`src/flag_bank_map.vh`:
```
// Register map, field positions, reset values and timing for the flag bank.
// Assumes inclusion by bare name from the design files; definitions only.
`ifndef FLAG_BANK_MAP_VH
`define FLAG_BANK_MAP_VH

// ****************************************
// Bus and register offsets
// ****************************************
`define ADDR_W 8
`define OFF_STATUS 8'h00
`define OFF_CTRL 8'h04
`define OFF_LEDSEL 8'h08
`define OFF_LEDST 8'h0c
`define OFF_WDOG 8'h10
`define OFF_LINK 8'h14
`define OFF_HEADIO 8'h18
`define OFF_CLK0 8'h20
`define CLK_IDX_MASK 8'h0c
`define RESP_OKAY 2'b00
`define RESP_SLVERR 2'b10

// ****************************************
// Control register fields
// ****************************************
`define CTL_W 6
`define CTL_ERST 0
`define CTL_LEDOFF 1
`define CTL_PEN 2
`define CTL_CSET 3
`define CTL_CRD 4
`define CTL_CHG 5
`define CTL_RST 6'h00

// ****************************************
// Sticky flag positions (status bits 9:0)
// ****************************************
`define NSTICKY 10
`define F_SUM 0
`define F_SELF 1
`define F_COM 2
`define F_IND 3
`define F_BATL 4
`define F_DIP 5
`define F_OPE 6
`define F_FUSE 7
`define F_VER 8
`define F_CHK 9
// Error reset clears all but the supply-dip flag
`define CLR_ON_ERST 10'h3df

// ****************************************
// Reset values and clock data limits (BCD)
// ****************************************
`define WORD_RST 16'h0000
`define BCD_MON_MIN 8'h01
`define BCD_MON_MAX 8'h12
`define BCD_DAY_MIN 8'h01
`define BCD_DAY_MAX 8'h31
`define BCD_HOUR_MAX 8'h23
`define BCD_MS_MAX 8'h59
`define BCD_DOW_MAX 8'h06
`define BCD_YEAR_MAX 8'h99
`define BCD_ZERO 8'h00
`define BCD_DIGIT_MAX 4'h9

// ****************************************
// Timing
// ****************************************
`define CLK_PERIOD_NS 10
`define NS_PER_MS 1000000
`define DIP_AC_MS 20
`define DIP_DC_MS 1

`endif

```
`src/sync2.v`:
```
// Two-stage synchroniser for a group of asynchronous level inputs.
// Assumes the inputs are quasi-static levels; no bus coherency is implied.
`timescale 1ns/1ns
module sync2 #(
  parameter W = 1
)(
  input wire aclk,
  input wire aresetn,
  input wire ce,
  input wire [W-1:0] d,
  output reg [W-1:0] q
);
  reg [W-1:0] meta_r;

  always @(posedge aclk) begin
    if (!aresetn) begin
      meta_r <= {W{1'b0}};
      q <= {W{1'b0}};
    end else if (ce) begin
      meta_r <= d;
      q <= meta_r;
    end
  end
endmodule

```
`src/sticky_bits.v`:
```
// Vector of sticky flags: a set holds until a clear, set winning a tie.
// Assumes set and clear come from logic on the same clock.
`timescale 1ns/1ns
module sticky_bits #(
  parameter W = 1
)(
  input wire aclk,
  input wire aresetn,
  input wire ce,
  input wire [W-1:0] set,
  input wire [W-1:0] clr,
  output reg [W-1:0] q
);
  always @(posedge aclk) begin
    if (!aresetn) begin
      q <= {W{1'b0}};
    end else if (ce) begin
      q <= set | (q & ~clr);
    end
  end
endmodule

```
`src/plc_system_flag_bank.v`:
```
// System flag bank of a controller CPU with an AXI4-Lite register port.
// Assumes scan strobes, error events and the clock value come from logic
// on aclk; fuse, battery, supply, switch and verify inputs are pins.
//
// Overview of operation
// - Summary flag sets on any error, sticky
// - Self-diag flag excludes annunciator and check, sticky
// - Info flags set only while summary flag set
// - Latched battery flag drives alarm indicator
// - Live battery flag follows battery level
// - AC outage up to 20ms sets dip
// - DC outage up to 1ms sets dip
// - Operation error flag sets and holds
// - Blown fuse flag sets and holds
// - Module mismatch flag sets and holds
// - Annunciator flag updates on instruction execution
// - Check instruction error flag sets and holds
// - Watchdog bits run timers, only with chart
// - LED-off edge darkens selected LEDs
// - Contacts show stopped, paused, single-step states
// - Pause entered only when pause enabled
// - Clock set writes at next scan end
// - Clock error flag reflects data validity
// - Clock read copies clock into words
// - One module replacement per change setting
// - Link inhibit bits skip refresh transfers
`timescale 1ns/1ns
`include "flag_bank_map.vh"
module plc_system_flag_bank #(
  parameter LEDS = 16,
  parameter WDOGS = 10,
  parameter LINKS = 4,
  parameter DIP_W = 22,
  parameter DIP_AC_CYC = `DIP_AC_MS * (`NS_PER_MS / `CLK_PERIOD_NS),
  parameter DIP_DC_CYC = `DIP_DC_MS * (`NS_PER_MS / `CLK_PERIOD_NS)
)(
  input wire aclk,
  input wire aresetn,
  input wire ce,
  input wire [`ADDR_W-1:0] s_axi_awaddr,
  input wire s_axi_awvalid,
  output wire s_axi_awready,
  input wire [31:0] s_axi_wdata,
  input wire [3:0] s_axi_wstrb,
  input wire s_axi_wvalid,
  output wire s_axi_wready,
  output reg [1:0] s_axi_bresp,
  output reg s_axi_bvalid,
  input wire s_axi_bready,
  input wire [`ADDR_W-1:0] s_axi_araddr,
  input wire s_axi_arvalid,
  output wire s_axi_arready,
  output reg [31:0] s_axi_rdata,
  output reg [1:0] s_axi_rresp,
  output reg s_axi_rvalid,
  input wire s_axi_rready,
  input wire fuse_blown,
  input wire battery_low,
  input wire power_ok,
  input wire supply_is_dc,
  input wire stop_switch,
  input wire pause_switch,
  input wire step_switch,
  input wire module_mismatch,
  input wire self_diag_err,
  input wire check_err,
  input wire op_err,
  input wire annunciator_any,
  input wire instr_exec,
  input wire common_info_avail,
  input wire indiv_info_avail,
  input wire end_of_scan,
  input wire [63:0] rtc_now,
  input wire sfc_present,
  input wire [LINKS-1:0] link_rd_req,
  input wire [LINKS-1:0] link_wr_req,
  input wire module_change_done,
  output reg [LEDS-1:0] led_enable,
  output wire battery_alarm_indicator,
  output wire stopped_contact,
  output wire paused_contact,
  output wire single_step_contact,
  output reg rtc_wr,
  output reg [63:0] rtc_wr_data,
  output reg [WDOGS-1:0] step_timer_run,
  output reg [LINKS-1:0] link_rd_go,
  output reg [LINKS-1:0] link_wr_go,
  output reg module_change_grant,
  output reg [15:0] change_io
);
  localparam AW = `ADDR_W;
  localparam [DIP_W-1:0] AC_LIM = DIP_AC_CYC;
  localparam [DIP_W-1:0] DC_LIM = DIP_DC_CYC;
  localparam [DIP_W-1:0] DIP_MAX = {DIP_W{1'b1}};
  localparam [3:0] S_RUN = 4'b0001;
  localparam [3:0] S_STOP = 4'b0010;
  localparam [3:0] S_PAUSE = 4'b0100;
  localparam [3:0] S_STEP = 4'b1000;

  // ****************************************
  // Pin synchronisers
  // ****************************************
  wire [7:0] pin_s;
  sync2 #(.W(8)) u_pins (
    .aclk(aclk),
    .aresetn(aresetn),
    .ce(ce),
    .d({module_mismatch, step_switch, pause_switch, stop_switch,
        supply_is_dc, power_ok, battery_low, fuse_blown}),
    .q(pin_s)
  );
  wire fuse_s = pin_s[0];
  wire bat_s = pin_s[1];
  wire pok_s = pin_s[2];
  wire dc_s = pin_s[3];
  wire stop_s = pin_s[4];
  wire pause_s = pin_s[5];
  wire step_s = pin_s[6];
  wire mism_s = pin_s[7];

  // ****************************************
  // Software registers
  // ****************************************
  reg [`CTL_W-1:0] ctrl_r;
  reg [`CTL_W-1:0] ctrl_d_r;
  reg [LEDS-1:0] ledsel_r;
  reg [WDOGS-1:0] wdog_r;
  reg [2*LINKS-1:0] link_r;
  reg [15:0] headio_r;
  reg [15:0] clkw_r [0:3];
  wire [`CTL_W-1:0] ctl_rise = ctrl_r & ~ctrl_d_r;
  wire erst = ctl_rise[`CTL_ERST];

  // ****************************************
  // Sticky diagnostic flags
  // ****************************************
  wire [`NSTICKY-1:0] sticky;
  reg [`NSTICKY-1:0] st_set;
  reg dip_evt;
  wire any_self = self_diag_err | op_err | fuse_s | mism_s | bat_s;

  always @* begin
    st_set = {`NSTICKY{1'b0}};
    st_set[`F_SUM] = any_self | annunciator_any | check_err;
    st_set[`F_SELF] = any_self;
    st_set[`F_COM] = (sticky[`F_SUM] | st_set[`F_SUM]) & common_info_avail;
    st_set[`F_IND] = (sticky[`F_SUM] | st_set[`F_SUM]) & indiv_info_avail;
    st_set[`F_BATL] = bat_s;
    st_set[`F_DIP] = dip_evt;
    st_set[`F_OPE] = op_err;
    st_set[`F_FUSE] = fuse_s;
    st_set[`F_VER] = mism_s;
    st_set[`F_CHK] = check_err;
  end

  // Cleared by reset inside the bank, and all but the dip flag by an error reset request
  sticky_bits #(.W(`NSTICKY)) u_sticky (
    .aclk(aclk),
    .aresetn(aresetn),
    .ce(ce),
    .set(st_set),
    .clr(erst ? `CLR_ON_ERST : {`NSTICKY{1'b0}}),
    .q(sticky)
  );
  assign battery_alarm_indicator = sticky[`F_BATL];

  // ****************************************
  // Supply dip timing
  // ****************************************
  // A longer outage takes the supply down, so only short ones are counted
  reg [DIP_W-1:0] out_cnt_r;
  reg pok_d_r;
  wire [DIP_W-1:0] dip_lim = dc_s ? DC_LIM : AC_LIM;

  always @* begin
    dip_evt = pok_s & ~pok_d_r & (out_cnt_r <= dip_lim);
  end

  // ****************************************
  // Live flags, CPU state, LEDs, clock
  // ****************************************
  reg bat_live_r;
  reg ann_det_r;
  reg [3:0] state_r;
  reg pause_d_r;
  reg [1:0] warm_r;
  reg cset_arm_r;
  reg clk_err_r;
  reg chg_ok_r;
  wire [63:0] clk_words = {clkw_r[3], clkw_r[2], clkw_r[1], clkw_r[0]};

  function bcd_in;
    input [7:0] v;
    input [7:0] lo;
    input [7:0] hi;
    begin
      bcd_in = (v[7:4] <= `BCD_DIGIT_MAX) && (v[3:0] <= `BCD_DIGIT_MAX) &&
        (v >= lo) && (v <= hi);
    end
  endfunction

  // Word 0 month:year, 1 hour:day, 2 second:minute, 3 day of week
  wire clk_valid = bcd_in(clk_words[7:0], `BCD_ZERO, `BCD_YEAR_MAX) &&
    bcd_in(clk_words[15:8], `BCD_MON_MIN, `BCD_MON_MAX) &&
    bcd_in(clk_words[23:16], `BCD_DAY_MIN, `BCD_DAY_MAX) &&
    bcd_in(clk_words[31:24], `BCD_ZERO, `BCD_HOUR_MAX) &&
    bcd_in(clk_words[39:32], `BCD_ZERO, `BCD_MS_MAX) &&
    bcd_in(clk_words[47:40], `BCD_ZERO, `BCD_MS_MAX) &&
    bcd_in(clk_words[55:48], `BCD_ZERO, `BCD_DOW_MAX);

  always @(posedge aclk) begin
    if (!aresetn) begin
      // Saturated, so the synchroniser filling after reset is no short outage
      out_cnt_r <= DIP_MAX;
      pok_d_r <= 1'b1;
      warm_r <= 2'b00;
      bat_live_r <= 1'b0;
      ann_det_r <= 1'b0;
      state_r <= S_STOP;
      pause_d_r <= 1'b0;
      led_enable <= {LEDS{1'b1}};
      cset_arm_r <= 1'b0;
      clk_err_r <= 1'b0;
      rtc_wr <= 1'b0;
      rtc_wr_data <= 64'h0;
      step_timer_run <= {WDOGS{1'b0}};
      link_rd_go <= {LINKS{1'b0}};
      link_wr_go <= {LINKS{1'b0}};
      chg_ok_r <= 1'b0;
      module_change_grant <= 1'b0;
      change_io <= `WORD_RST;
    end else if (ce) begin
      pok_d_r <= pok_s;
      if (pok_s)
        out_cnt_r <= {DIP_W{1'b0}};
      else if (out_cnt_r != DIP_MAX)
        out_cnt_r <= out_cnt_r + 1'b1;
      bat_live_r <= bat_s;
      if (instr_exec)
        ann_det_r <= annunciator_any;
      pause_d_r <= pause_s;
      warm_r <= {warm_r[0], 1'b1};
      case (state_r)
        S_RUN: begin
          if (stop_s)
            state_r <= S_STOP;
          else if (step_s)
            state_r <= S_STEP;
          else if (pause_s & ~pause_d_r & ctrl_r[`CTL_PEN])
            state_r <= S_PAUSE;
        end
        S_STOP: begin
          // Switch levels are stale until both sync stages refill after reset
          if (!stop_s && warm_r[1])
            state_r <= step_s ? S_STEP : S_RUN;
        end
        S_PAUSE: begin
          if (stop_s)
            state_r <= S_STOP;
          else if (!pause_s)
            state_r <= S_RUN;
        end
        S_STEP: begin
          if (stop_s)
            state_r <= S_STOP;
          else if (!step_s)
            state_r <= S_RUN;
        end
        default: state_r <= S_STOP;
      endcase
      if (ctl_rise[`CTL_LEDOFF])
        led_enable <= led_enable & ~ledsel_r;
      // Write waits for the end of the scan after the request edge
      rtc_wr <= 1'b0;
      if (cset_arm_r && end_of_scan) begin
        cset_arm_r <= 1'b0;
        clk_err_r <= ~clk_valid;
        rtc_wr <= clk_valid;
        rtc_wr_data <= clk_words;
      end else if (ctl_rise[`CTL_CSET]) begin
        cset_arm_r <= 1'b1;
      end
      step_timer_run <= wdog_r & {WDOGS{sfc_present}};
      link_rd_go <= link_rd_req & ~link_r[LINKS-1:0];
      link_wr_go <= link_wr_req & ~link_r[2*LINKS-1:LINKS];
      // One grant per rising edge of the change bit
      module_change_grant <= ctl_rise[`CTL_CHG];
      if (ctl_rise[`CTL_CHG])
        change_io <= headio_r;
      if (!ctrl_r[`CTL_CHG] || module_change_done)
        chg_ok_r <= 1'b0;
      else if (module_change_grant)
        chg_ok_r <= 1'b1;
    end
  end

  assign stopped_contact = state_r[1];
  assign paused_contact = state_r[2];
  assign single_step_contact = state_r[3];

  // ****************************************
  // AXI4-Lite write channel
  // ****************************************
  reg aw_hold_r;
  reg w_hold_r;
  reg [AW-1:0] awaddr_r;
  reg [31:0] wdata_r;
  reg [3:0] wstrb_r;
  wire [31:0] wmask = {{8{wstrb_r[3]}}, {8{wstrb_r[2]}}, {8{wstrb_r[1]}},
    {8{wstrb_r[0]}}};
  wire [AW-1:0] clk_base = awaddr_r & ~`CLK_IDX_MASK;
  wire wr_go = aw_hold_r & w_hold_r & ~s_axi_bvalid;
  assign s_axi_awready = ~aw_hold_r & ~s_axi_bvalid;
  assign s_axi_wready = ~w_hold_r & ~s_axi_bvalid;

  function [31:0] merge;
    input [31:0] old;
    input [31:0] nw;
    input [31:0] m;
    begin
      merge = (old & ~m) | (nw & m);
    end
  endfunction

  wire [31:0] ctrl_nxt = merge({26'h0, ctrl_r}, wdata_r, wmask);
  wire [31:0] ledsel_nxt = merge({16'h0, ledsel_r}, wdata_r, wmask);
  wire [31:0] wdog_nxt = merge({22'h0, wdog_r}, wdata_r, wmask);
  wire [31:0] link_nxt = merge({24'h0, link_r}, wdata_r, wmask);
  wire [31:0] headio_nxt = merge({16'h0, headio_r}, wdata_r, wmask);
  wire [31:0] clkw_nxt = merge({16'h0, clkw_r[awaddr_r[3:2]]}, wdata_r, wmask);
  reg wr_hit;

  always @* begin
    wr_hit = 1'b1;
    case (awaddr_r)
      `OFF_CTRL, `OFF_LEDSEL, `OFF_WDOG, `OFF_LINK, `OFF_HEADIO: wr_hit = 1'b1;
      default: wr_hit = (clk_base == `OFF_CLK0);
    endcase
  end

  integer i;
  always @(posedge aclk) begin
    if (!aresetn) begin
      aw_hold_r <= 1'b0;
      w_hold_r <= 1'b0;
      awaddr_r <= {AW{1'b0}};
      wdata_r <= 32'h0;
      wstrb_r <= 4'h0;
      s_axi_bvalid <= 1'b0;
      s_axi_bresp <= `RESP_OKAY;
      ctrl_r <= `CTL_RST;
      ctrl_d_r <= `CTL_RST;
      ledsel_r <= {LEDS{1'b0}};
      wdog_r <= {WDOGS{1'b0}};
      link_r <= {2*LINKS{1'b0}};
      headio_r <= `WORD_RST;
      for (i = 0; i < 4; i = i + 1)
        clkw_r[i] <= `WORD_RST;
    end else if (ce) begin
      ctrl_d_r <= ctrl_r;
      if (s_axi_awvalid && s_axi_awready) begin
        aw_hold_r <= 1'b1;
        awaddr_r <= s_axi_awaddr;
      end
      if (s_axi_wvalid && s_axi_wready) begin
        w_hold_r <= 1'b1;
        wdata_r <= s_axi_wdata;
        wstrb_r <= s_axi_wstrb;
      end
      if (s_axi_bvalid && s_axi_bready)
        s_axi_bvalid <= 1'b0;
      if (wr_go) begin
        aw_hold_r <= 1'b0;
        w_hold_r <= 1'b0;
        s_axi_bvalid <= 1'b1;
        s_axi_bresp <= wr_hit ? `RESP_OKAY : `RESP_SLVERR;
        case (awaddr_r)
          `OFF_CTRL: ctrl_r <= ctrl_nxt[`CTL_W-1:0];
          `OFF_LEDSEL: ledsel_r <= ledsel_nxt[LEDS-1:0];
          `OFF_WDOG: wdog_r <= wdog_nxt[WDOGS-1:0];
          `OFF_LINK: link_r <= link_nxt[2*LINKS-1:0];
          `OFF_HEADIO: headio_r <= headio_nxt[15:0];
          default: begin
            if (clk_base == `OFF_CLK0)
              clkw_r[awaddr_r[3:2]] <= clkw_nxt[15:0];
          end
        endcase
      end
      // Live clock copy wins over a bus write to the clock words
      if (ctrl_r[`CTL_CRD]) begin
        for (i = 0; i < 4; i = i + 1)
          clkw_r[i] <= rtc_now[16*i +: 16];
      end
    end
  end

  // ****************************************
  // AXI4-Lite read channel
  // ****************************************
  assign s_axi_arready = ~s_axi_rvalid;
  wire [AW-1:0] rd_base = s_axi_araddr & ~`CLK_IDX_MASK;
  reg [31:0] rd_mux;
  reg rd_hit;

  always @* begin
    rd_mux = 32'h0;
    rd_hit = 1'b1;
    case (s_axi_araddr)
      `OFF_STATUS: rd_mux = {15'h0, chg_ok_r, clk_err_r, state_r[3], state_r[2],
        state_r[1], ann_det_r, bat_live_r, sticky};
      `OFF_CTRL: rd_mux = {26'h0, ctrl_r};
      `OFF_LEDSEL: rd_mux = {16'h0, ledsel_r};
      `OFF_LEDST: rd_mux = {16'h0, led_enable};
      `OFF_WDOG: rd_mux = {22'h0, wdog_r};
      `OFF_LINK: rd_mux = {24'h0, link_r};
      `OFF_HEADIO: rd_mux = {16'h0, headio_r};
      default: begin
        rd_hit = (rd_base == `OFF_CLK0);
        if (rd_hit)
          rd_mux = {16'h0, clkw_r[s_axi_araddr[3:2]]};
      end
    endcase
  end

  always @(posedge aclk) begin
    if (!aresetn) begin
      s_axi_rvalid <= 1'b0;
      s_axi_rdata <= 32'h0;
      s_axi_rresp <= `RESP_OKAY;
    end else if (ce) begin
      if (s_axi_arvalid && s_axi_arready) begin
        s_axi_rvalid <= 1'b1;
        s_axi_rdata <= rd_mux;
        s_axi_rresp <= rd_hit ? `RESP_OKAY : `RESP_SLVERR;
      end else if (s_axi_rready) begin
        s_axi_rvalid <= 1'b0;
      end
    end
  end
endmodule

```
`config.mk`:
```
export PLATFORM = sky130hd
export DESIGN_NAME = plc_system_flag_bank
export DESIGN_NICKNAME = d
export VERILOG_FILES = /design/src/sync2.v /design/src/sticky_bits.v /design/src/plc_system_flag_bank.v
export VERILOG_INCLUDE_DIRS = /design/src
export SDC_FILE = /design/constraint.sdc
export NUM_CORES = 1
export LEC_CHECK = 0
export BUFFER_PORTS_ARGS = -buffer_cell sky130_fd_sc_hd__clkbuf_2
export CORE_MARGIN = 4
export CORE_UTILIZATION = 40
export CTS_CLUSTER_DIAMETER = 30
export DETAILED_ROUTE_END_ITERATION = 10
export GPL_TIMING_DRIVEN = 0
export PLACE_DENSITY = 0.62
export SLEW_MARGIN = 15
export SYNTH_ARGS = -nofsm -noshare
export SYNTH_HDL_FRONTEND = slang
export SYNTH_SLANG_ARGS = --single-unit
```
`constraint.sdc`:
```
create_clock -name aclk -period 3.55 [get_ports aclk]
set_clock_uncertainty 0.2 [all_clocks]
set_input_delay 0 -clock aclk [delete_from_list [all_inputs] [get_ports aclk]]
set_output_delay 0 -clock aclk [all_outputs]
set_load 0.05 [all_outputs]
```
==> results.py <==
metrics = {
    "power": {
        "p_leak_nw": 8.88,
        "clkPwrFrac": 0.535,
        "ir_drop_mv": 0.293,
        "switching_share": 0.265,
        "combPwrFrac": 0.136,
        "powerDensity_nw_per_um2": 622,
        "seqPwrFrac": 0.329,
        "switching_power_mw": 3.63,
        "internal-power_mw": 10.1,
    },
    "finish": {
        "drive_above_1_share": 0.211,
        "fillers": 3451,
        "syn2layout_area_growth_pct": 40.4,
        "multiInputGateArea_um2": 7360,
        "final_nets": 2379,
        "antenna_cells": 0,
        "register_area_um2": 7690,
    },
    "critical_path": {
        "cp-endpoint": "clkw_r[3][9]$_DFFE_PP_",
        "worstSetupEndpointType": "flop",
        "cp.required_ns": 3.54,
        "worst_ep_arrival_time_ns": 3.30,
        "crit_slowest_cell": "nand2_1",
        "r2r_end": "clkw_r[3][9]$_DFFE_PP_",
        "slowest_delay_ns": 0.63,
        "regToRegStartpoint": "awaddr_r[7]$_SDFFE_PN0P_",
        "critPathMaxFanout": 16,
        "crit_path_start_kind": "flop",
        "reg2reg_slack_ns": 0.24,
        "cp-startpoint": "awaddr_r[7]$_SDFFE_PN0P_",
        "critPathKind": "reg2reg",
        "path_cells": "or4_1 -> nor2_1 -> and3_1 -> nand4_1 -> clkbuf_1 -> nand2_1",
        "r2r_cells": 6,
    },
    "sta": {
        "rsz0062_at_grt": "false",
        "max_slew_margin": 0.313,
        "holdWs_ns": 0.0181,
        "finalCritPeriodShare": 0.931,
        "fmax_mhz": 303,
        "drv_slew": 0,
        "finalSetupViolations": 0,
        "timing.setup.tns_ns": 0,
        "worst_slew_pin_slew_ns": 1.03,
        "hold_viol": 0,
        "period_needed_ns": 3.31,
    },
    "clock_tree": {
        "cts_tree": "built",
        "post_cts_resized": 0,
        "htreeDepth": 3,
        "root_buffer": "clkbuf_16",
        "numCtsBuffers": 78,
        "cts_buffer_depth": 3,
        "cts_setup_buffers": 0,
        "cts.clk_slew.worst_paths_ns": 0.04,
        "worstSkewPairLatency_ns": 0.58,
        "cts.sinks": 352,
    },
    "floorplan": {
        "rows": 72,
        "start_util": 0.405,
        "dieWidth_um": 206,
        "core_um2": 38700,
        "dieHeight_um": 206,
        "die_area_um2": 42500,
        "io_pins": 311,
    },
    "routing": {
        "finalWirelength_um": 61700,
        "drt_first_pass_iters": 6,
        "drt_iter0_markers": 1321,
        "post_drt_wl_per_cell_um": 22.1,
        "via_per_inst": 5.49,
        "drtAntennaViolNets": 0,
        "via_count": 15300,
        "drcViolationCount": 0,
    },
    "yosys": {
        "ys.flop_type": "dfxtp_1",
        "yosysTopAreaCell": "dfxtp_1",
        "ys_ff_latch": 352,
        "synth_cell_types": 74,
        "syn_inst": 1692,
        "ys_warn_count": 0,
        "synth_enable_flop_cells": 64,
        "netlist_area_um2": 15700,
        "seq_area_frac_synth": 0.490,
        "async_reset_ff_frac": 0,
        "synth_top_area_share": 0.367,
        "netlist_top_cells_area": "dfxtp_1, edfxtp_1, nand2_1",
        "avgSynthCellArea_um2": 9.28,
    },
    "global_routing": {
        "overflow": 0,
        "grt_use_total": 0.283,
        "grt_pass1_vias": 15100,
        "grt_pass1_wl_um": 90900,
        "grt_start_max_net_pins": 17,
        "antenna_found_initial": 0,
    },
    "placement": {
        "place.gp.congestion": 0.923,
        "dpl.hpwl_um": 45300,
        "io_buffers": 271,
    },
    "outcome": {
        "status": "finished, final reports clean",
    },
    "min_path": {
        "worstHoldPathType": "in2reg",
    },
    "run": {
        "drv_cap": 0,
    },
}
-- routing by layer --
metal	vias to the layer above	GRT usage	part of all wire
met2	779	0.475	0.48
met4	0	0.102	0.035
met3	141	0.0554	0.082
li1	7073	-	-
met1	7341	0.365	0.40
met5	-	0	0
-- cell usage after synthesis, drive strengths merged (12+ instances only) --
cell / instances
a21oi: 152
a22oi: 17
a31oi: 12
buf: 37
clkbuf: 99
dfxtp: 288
edfxtp: 64
inv: 13
mux2i: 120
mux4: 34
nand2: 347
nand2b: 24
nand3: 47
nand3b: 15
nand4: 12
nor2: 117
nor3: 16
o21ai: 105
-- timing repair --
item / in CTS / in global routing
hold endpoints to repair: 171 / 2
endpoints found under the setup margin: 0 / 1
hold buffers: 160 / 2
-- worst max-delay path, delay by kind of cell (launching register included) --
| family | cells | cell delay, ns |
|---|---|---|
| AND/OR/NAND/NOR | 5 | 2.05 |
| buffers and inverters | 1 | 0.36 |
| flip-flops | 1 | 0.30 |
-- worst min-delay path by stage --
stage | endpoint | from | slack [ns] | depth (start not counted)
after floorplan | wdata_r[10]$_SDFFE_PN0P_ | s_axi_wdata[10] | -0.06 | 2
after global placement | wdata_r[13]$_SDFFE_PN0P_ | s_axi_wdata[13] | 0.03 | 3
after detailed placement | wdata_r[10]$_SDFFE_PN0P_ | s_axi_wdata[10] | 0.04 | 3
after CTS | awaddr_r[1]$_SDFFE_PN0P_ | s_axi_awaddr[1] | 0.007 | 4
after global routing | wdata_r[10]$_SDFFE_PN0P_ | s_axi_wdata[10] | 0.03 | 4
final | awaddr_r[1]$_SDFFE_PN0P_ | s_axi_awaddr[1] | 0.02 | 4
-- placed cells by master, fill, tap and decap left out, types with 24 or more instances in the layout --
master         synthesis  layout
a21oi_1              152     152
clkbuf_1              94     103
clkbuf_16              0      79
clkbuf_2               0     271
dfxtp_1              288     288
dlygate4sd3_1          0     161
edfxtp_1              64      64
mux2i_1              120     120
mux4_2                34      34
nand2_1              347     347
nand2b_1              24      24
nand3_1               47      47
nor2_1               117     117
o21ai_0              105     105
-- stage by stage --
step / instances / area [um^2] / worst slack, ns / total power, mW / utilization
3_3_place_gp: 2497 / 17800 / 0.0477 / 6.25 / 0.459
6_report: 2795 / 22000 / 0.244 / 13.7 / 0.569
4_1_cts: 2794 / 22000 / 0.0602 / 13.7 / 0.569
3_5_place_dp: 2497 / 17800 / 0.0548 / 6.27 / 0.459
5_1_grt: 2795 / 22000 / 0.0894 / 14.2 / 0.569
2_1_floorplan: 1708 / 15800 / 0.967 / 5.72 / -
-- power groups by stage --
stage / clock network (mW) / logic, mW / registers, mW
after detailed placement: 0 / 1.69 / 4.57
after CTS: 7.37 / 1.84 / 4.50
after global routing: 7.60 / 2.04 / 4.53
final: 7.34 / 1.86 / 4.51
after floorplan: 0 / 1.19 / 4.53
after global placement: 0 / 1.69 / 4.57
-- cell families (layout without fill, tap and decap cells) --
logic type / count (synthesis) / in the layout / synth area share
DFF: 352 / 352 / 0.490
xor gates and xnor gates: 12 / 12 / 0.00669
AOI/OAI and AO/OA: 351 / 351 / 0.129
muxes: 162 / 162 / 0.131
adders and majority gates: 9 / 9 / 0.00717
and+or+nand+nor: 654 / 654 / 0.190
buffers and inverters: 151 / 720 / 0.0454
other: 1 / 17 / 0.000239
-- final cells by class --
type	count	share of cell area
Multi-Input combinational cell	1205	0.334
Clock inverter	38	0.0232
Timing Repair Buffer	432	0.135
Sequential cell	352	0.349
Buffer	136	0.0298
Inverter	15	0.00255
Tap cell	518	0.0294
Clock buffer	99	0.0981
(Power assumes the default switching activity.)
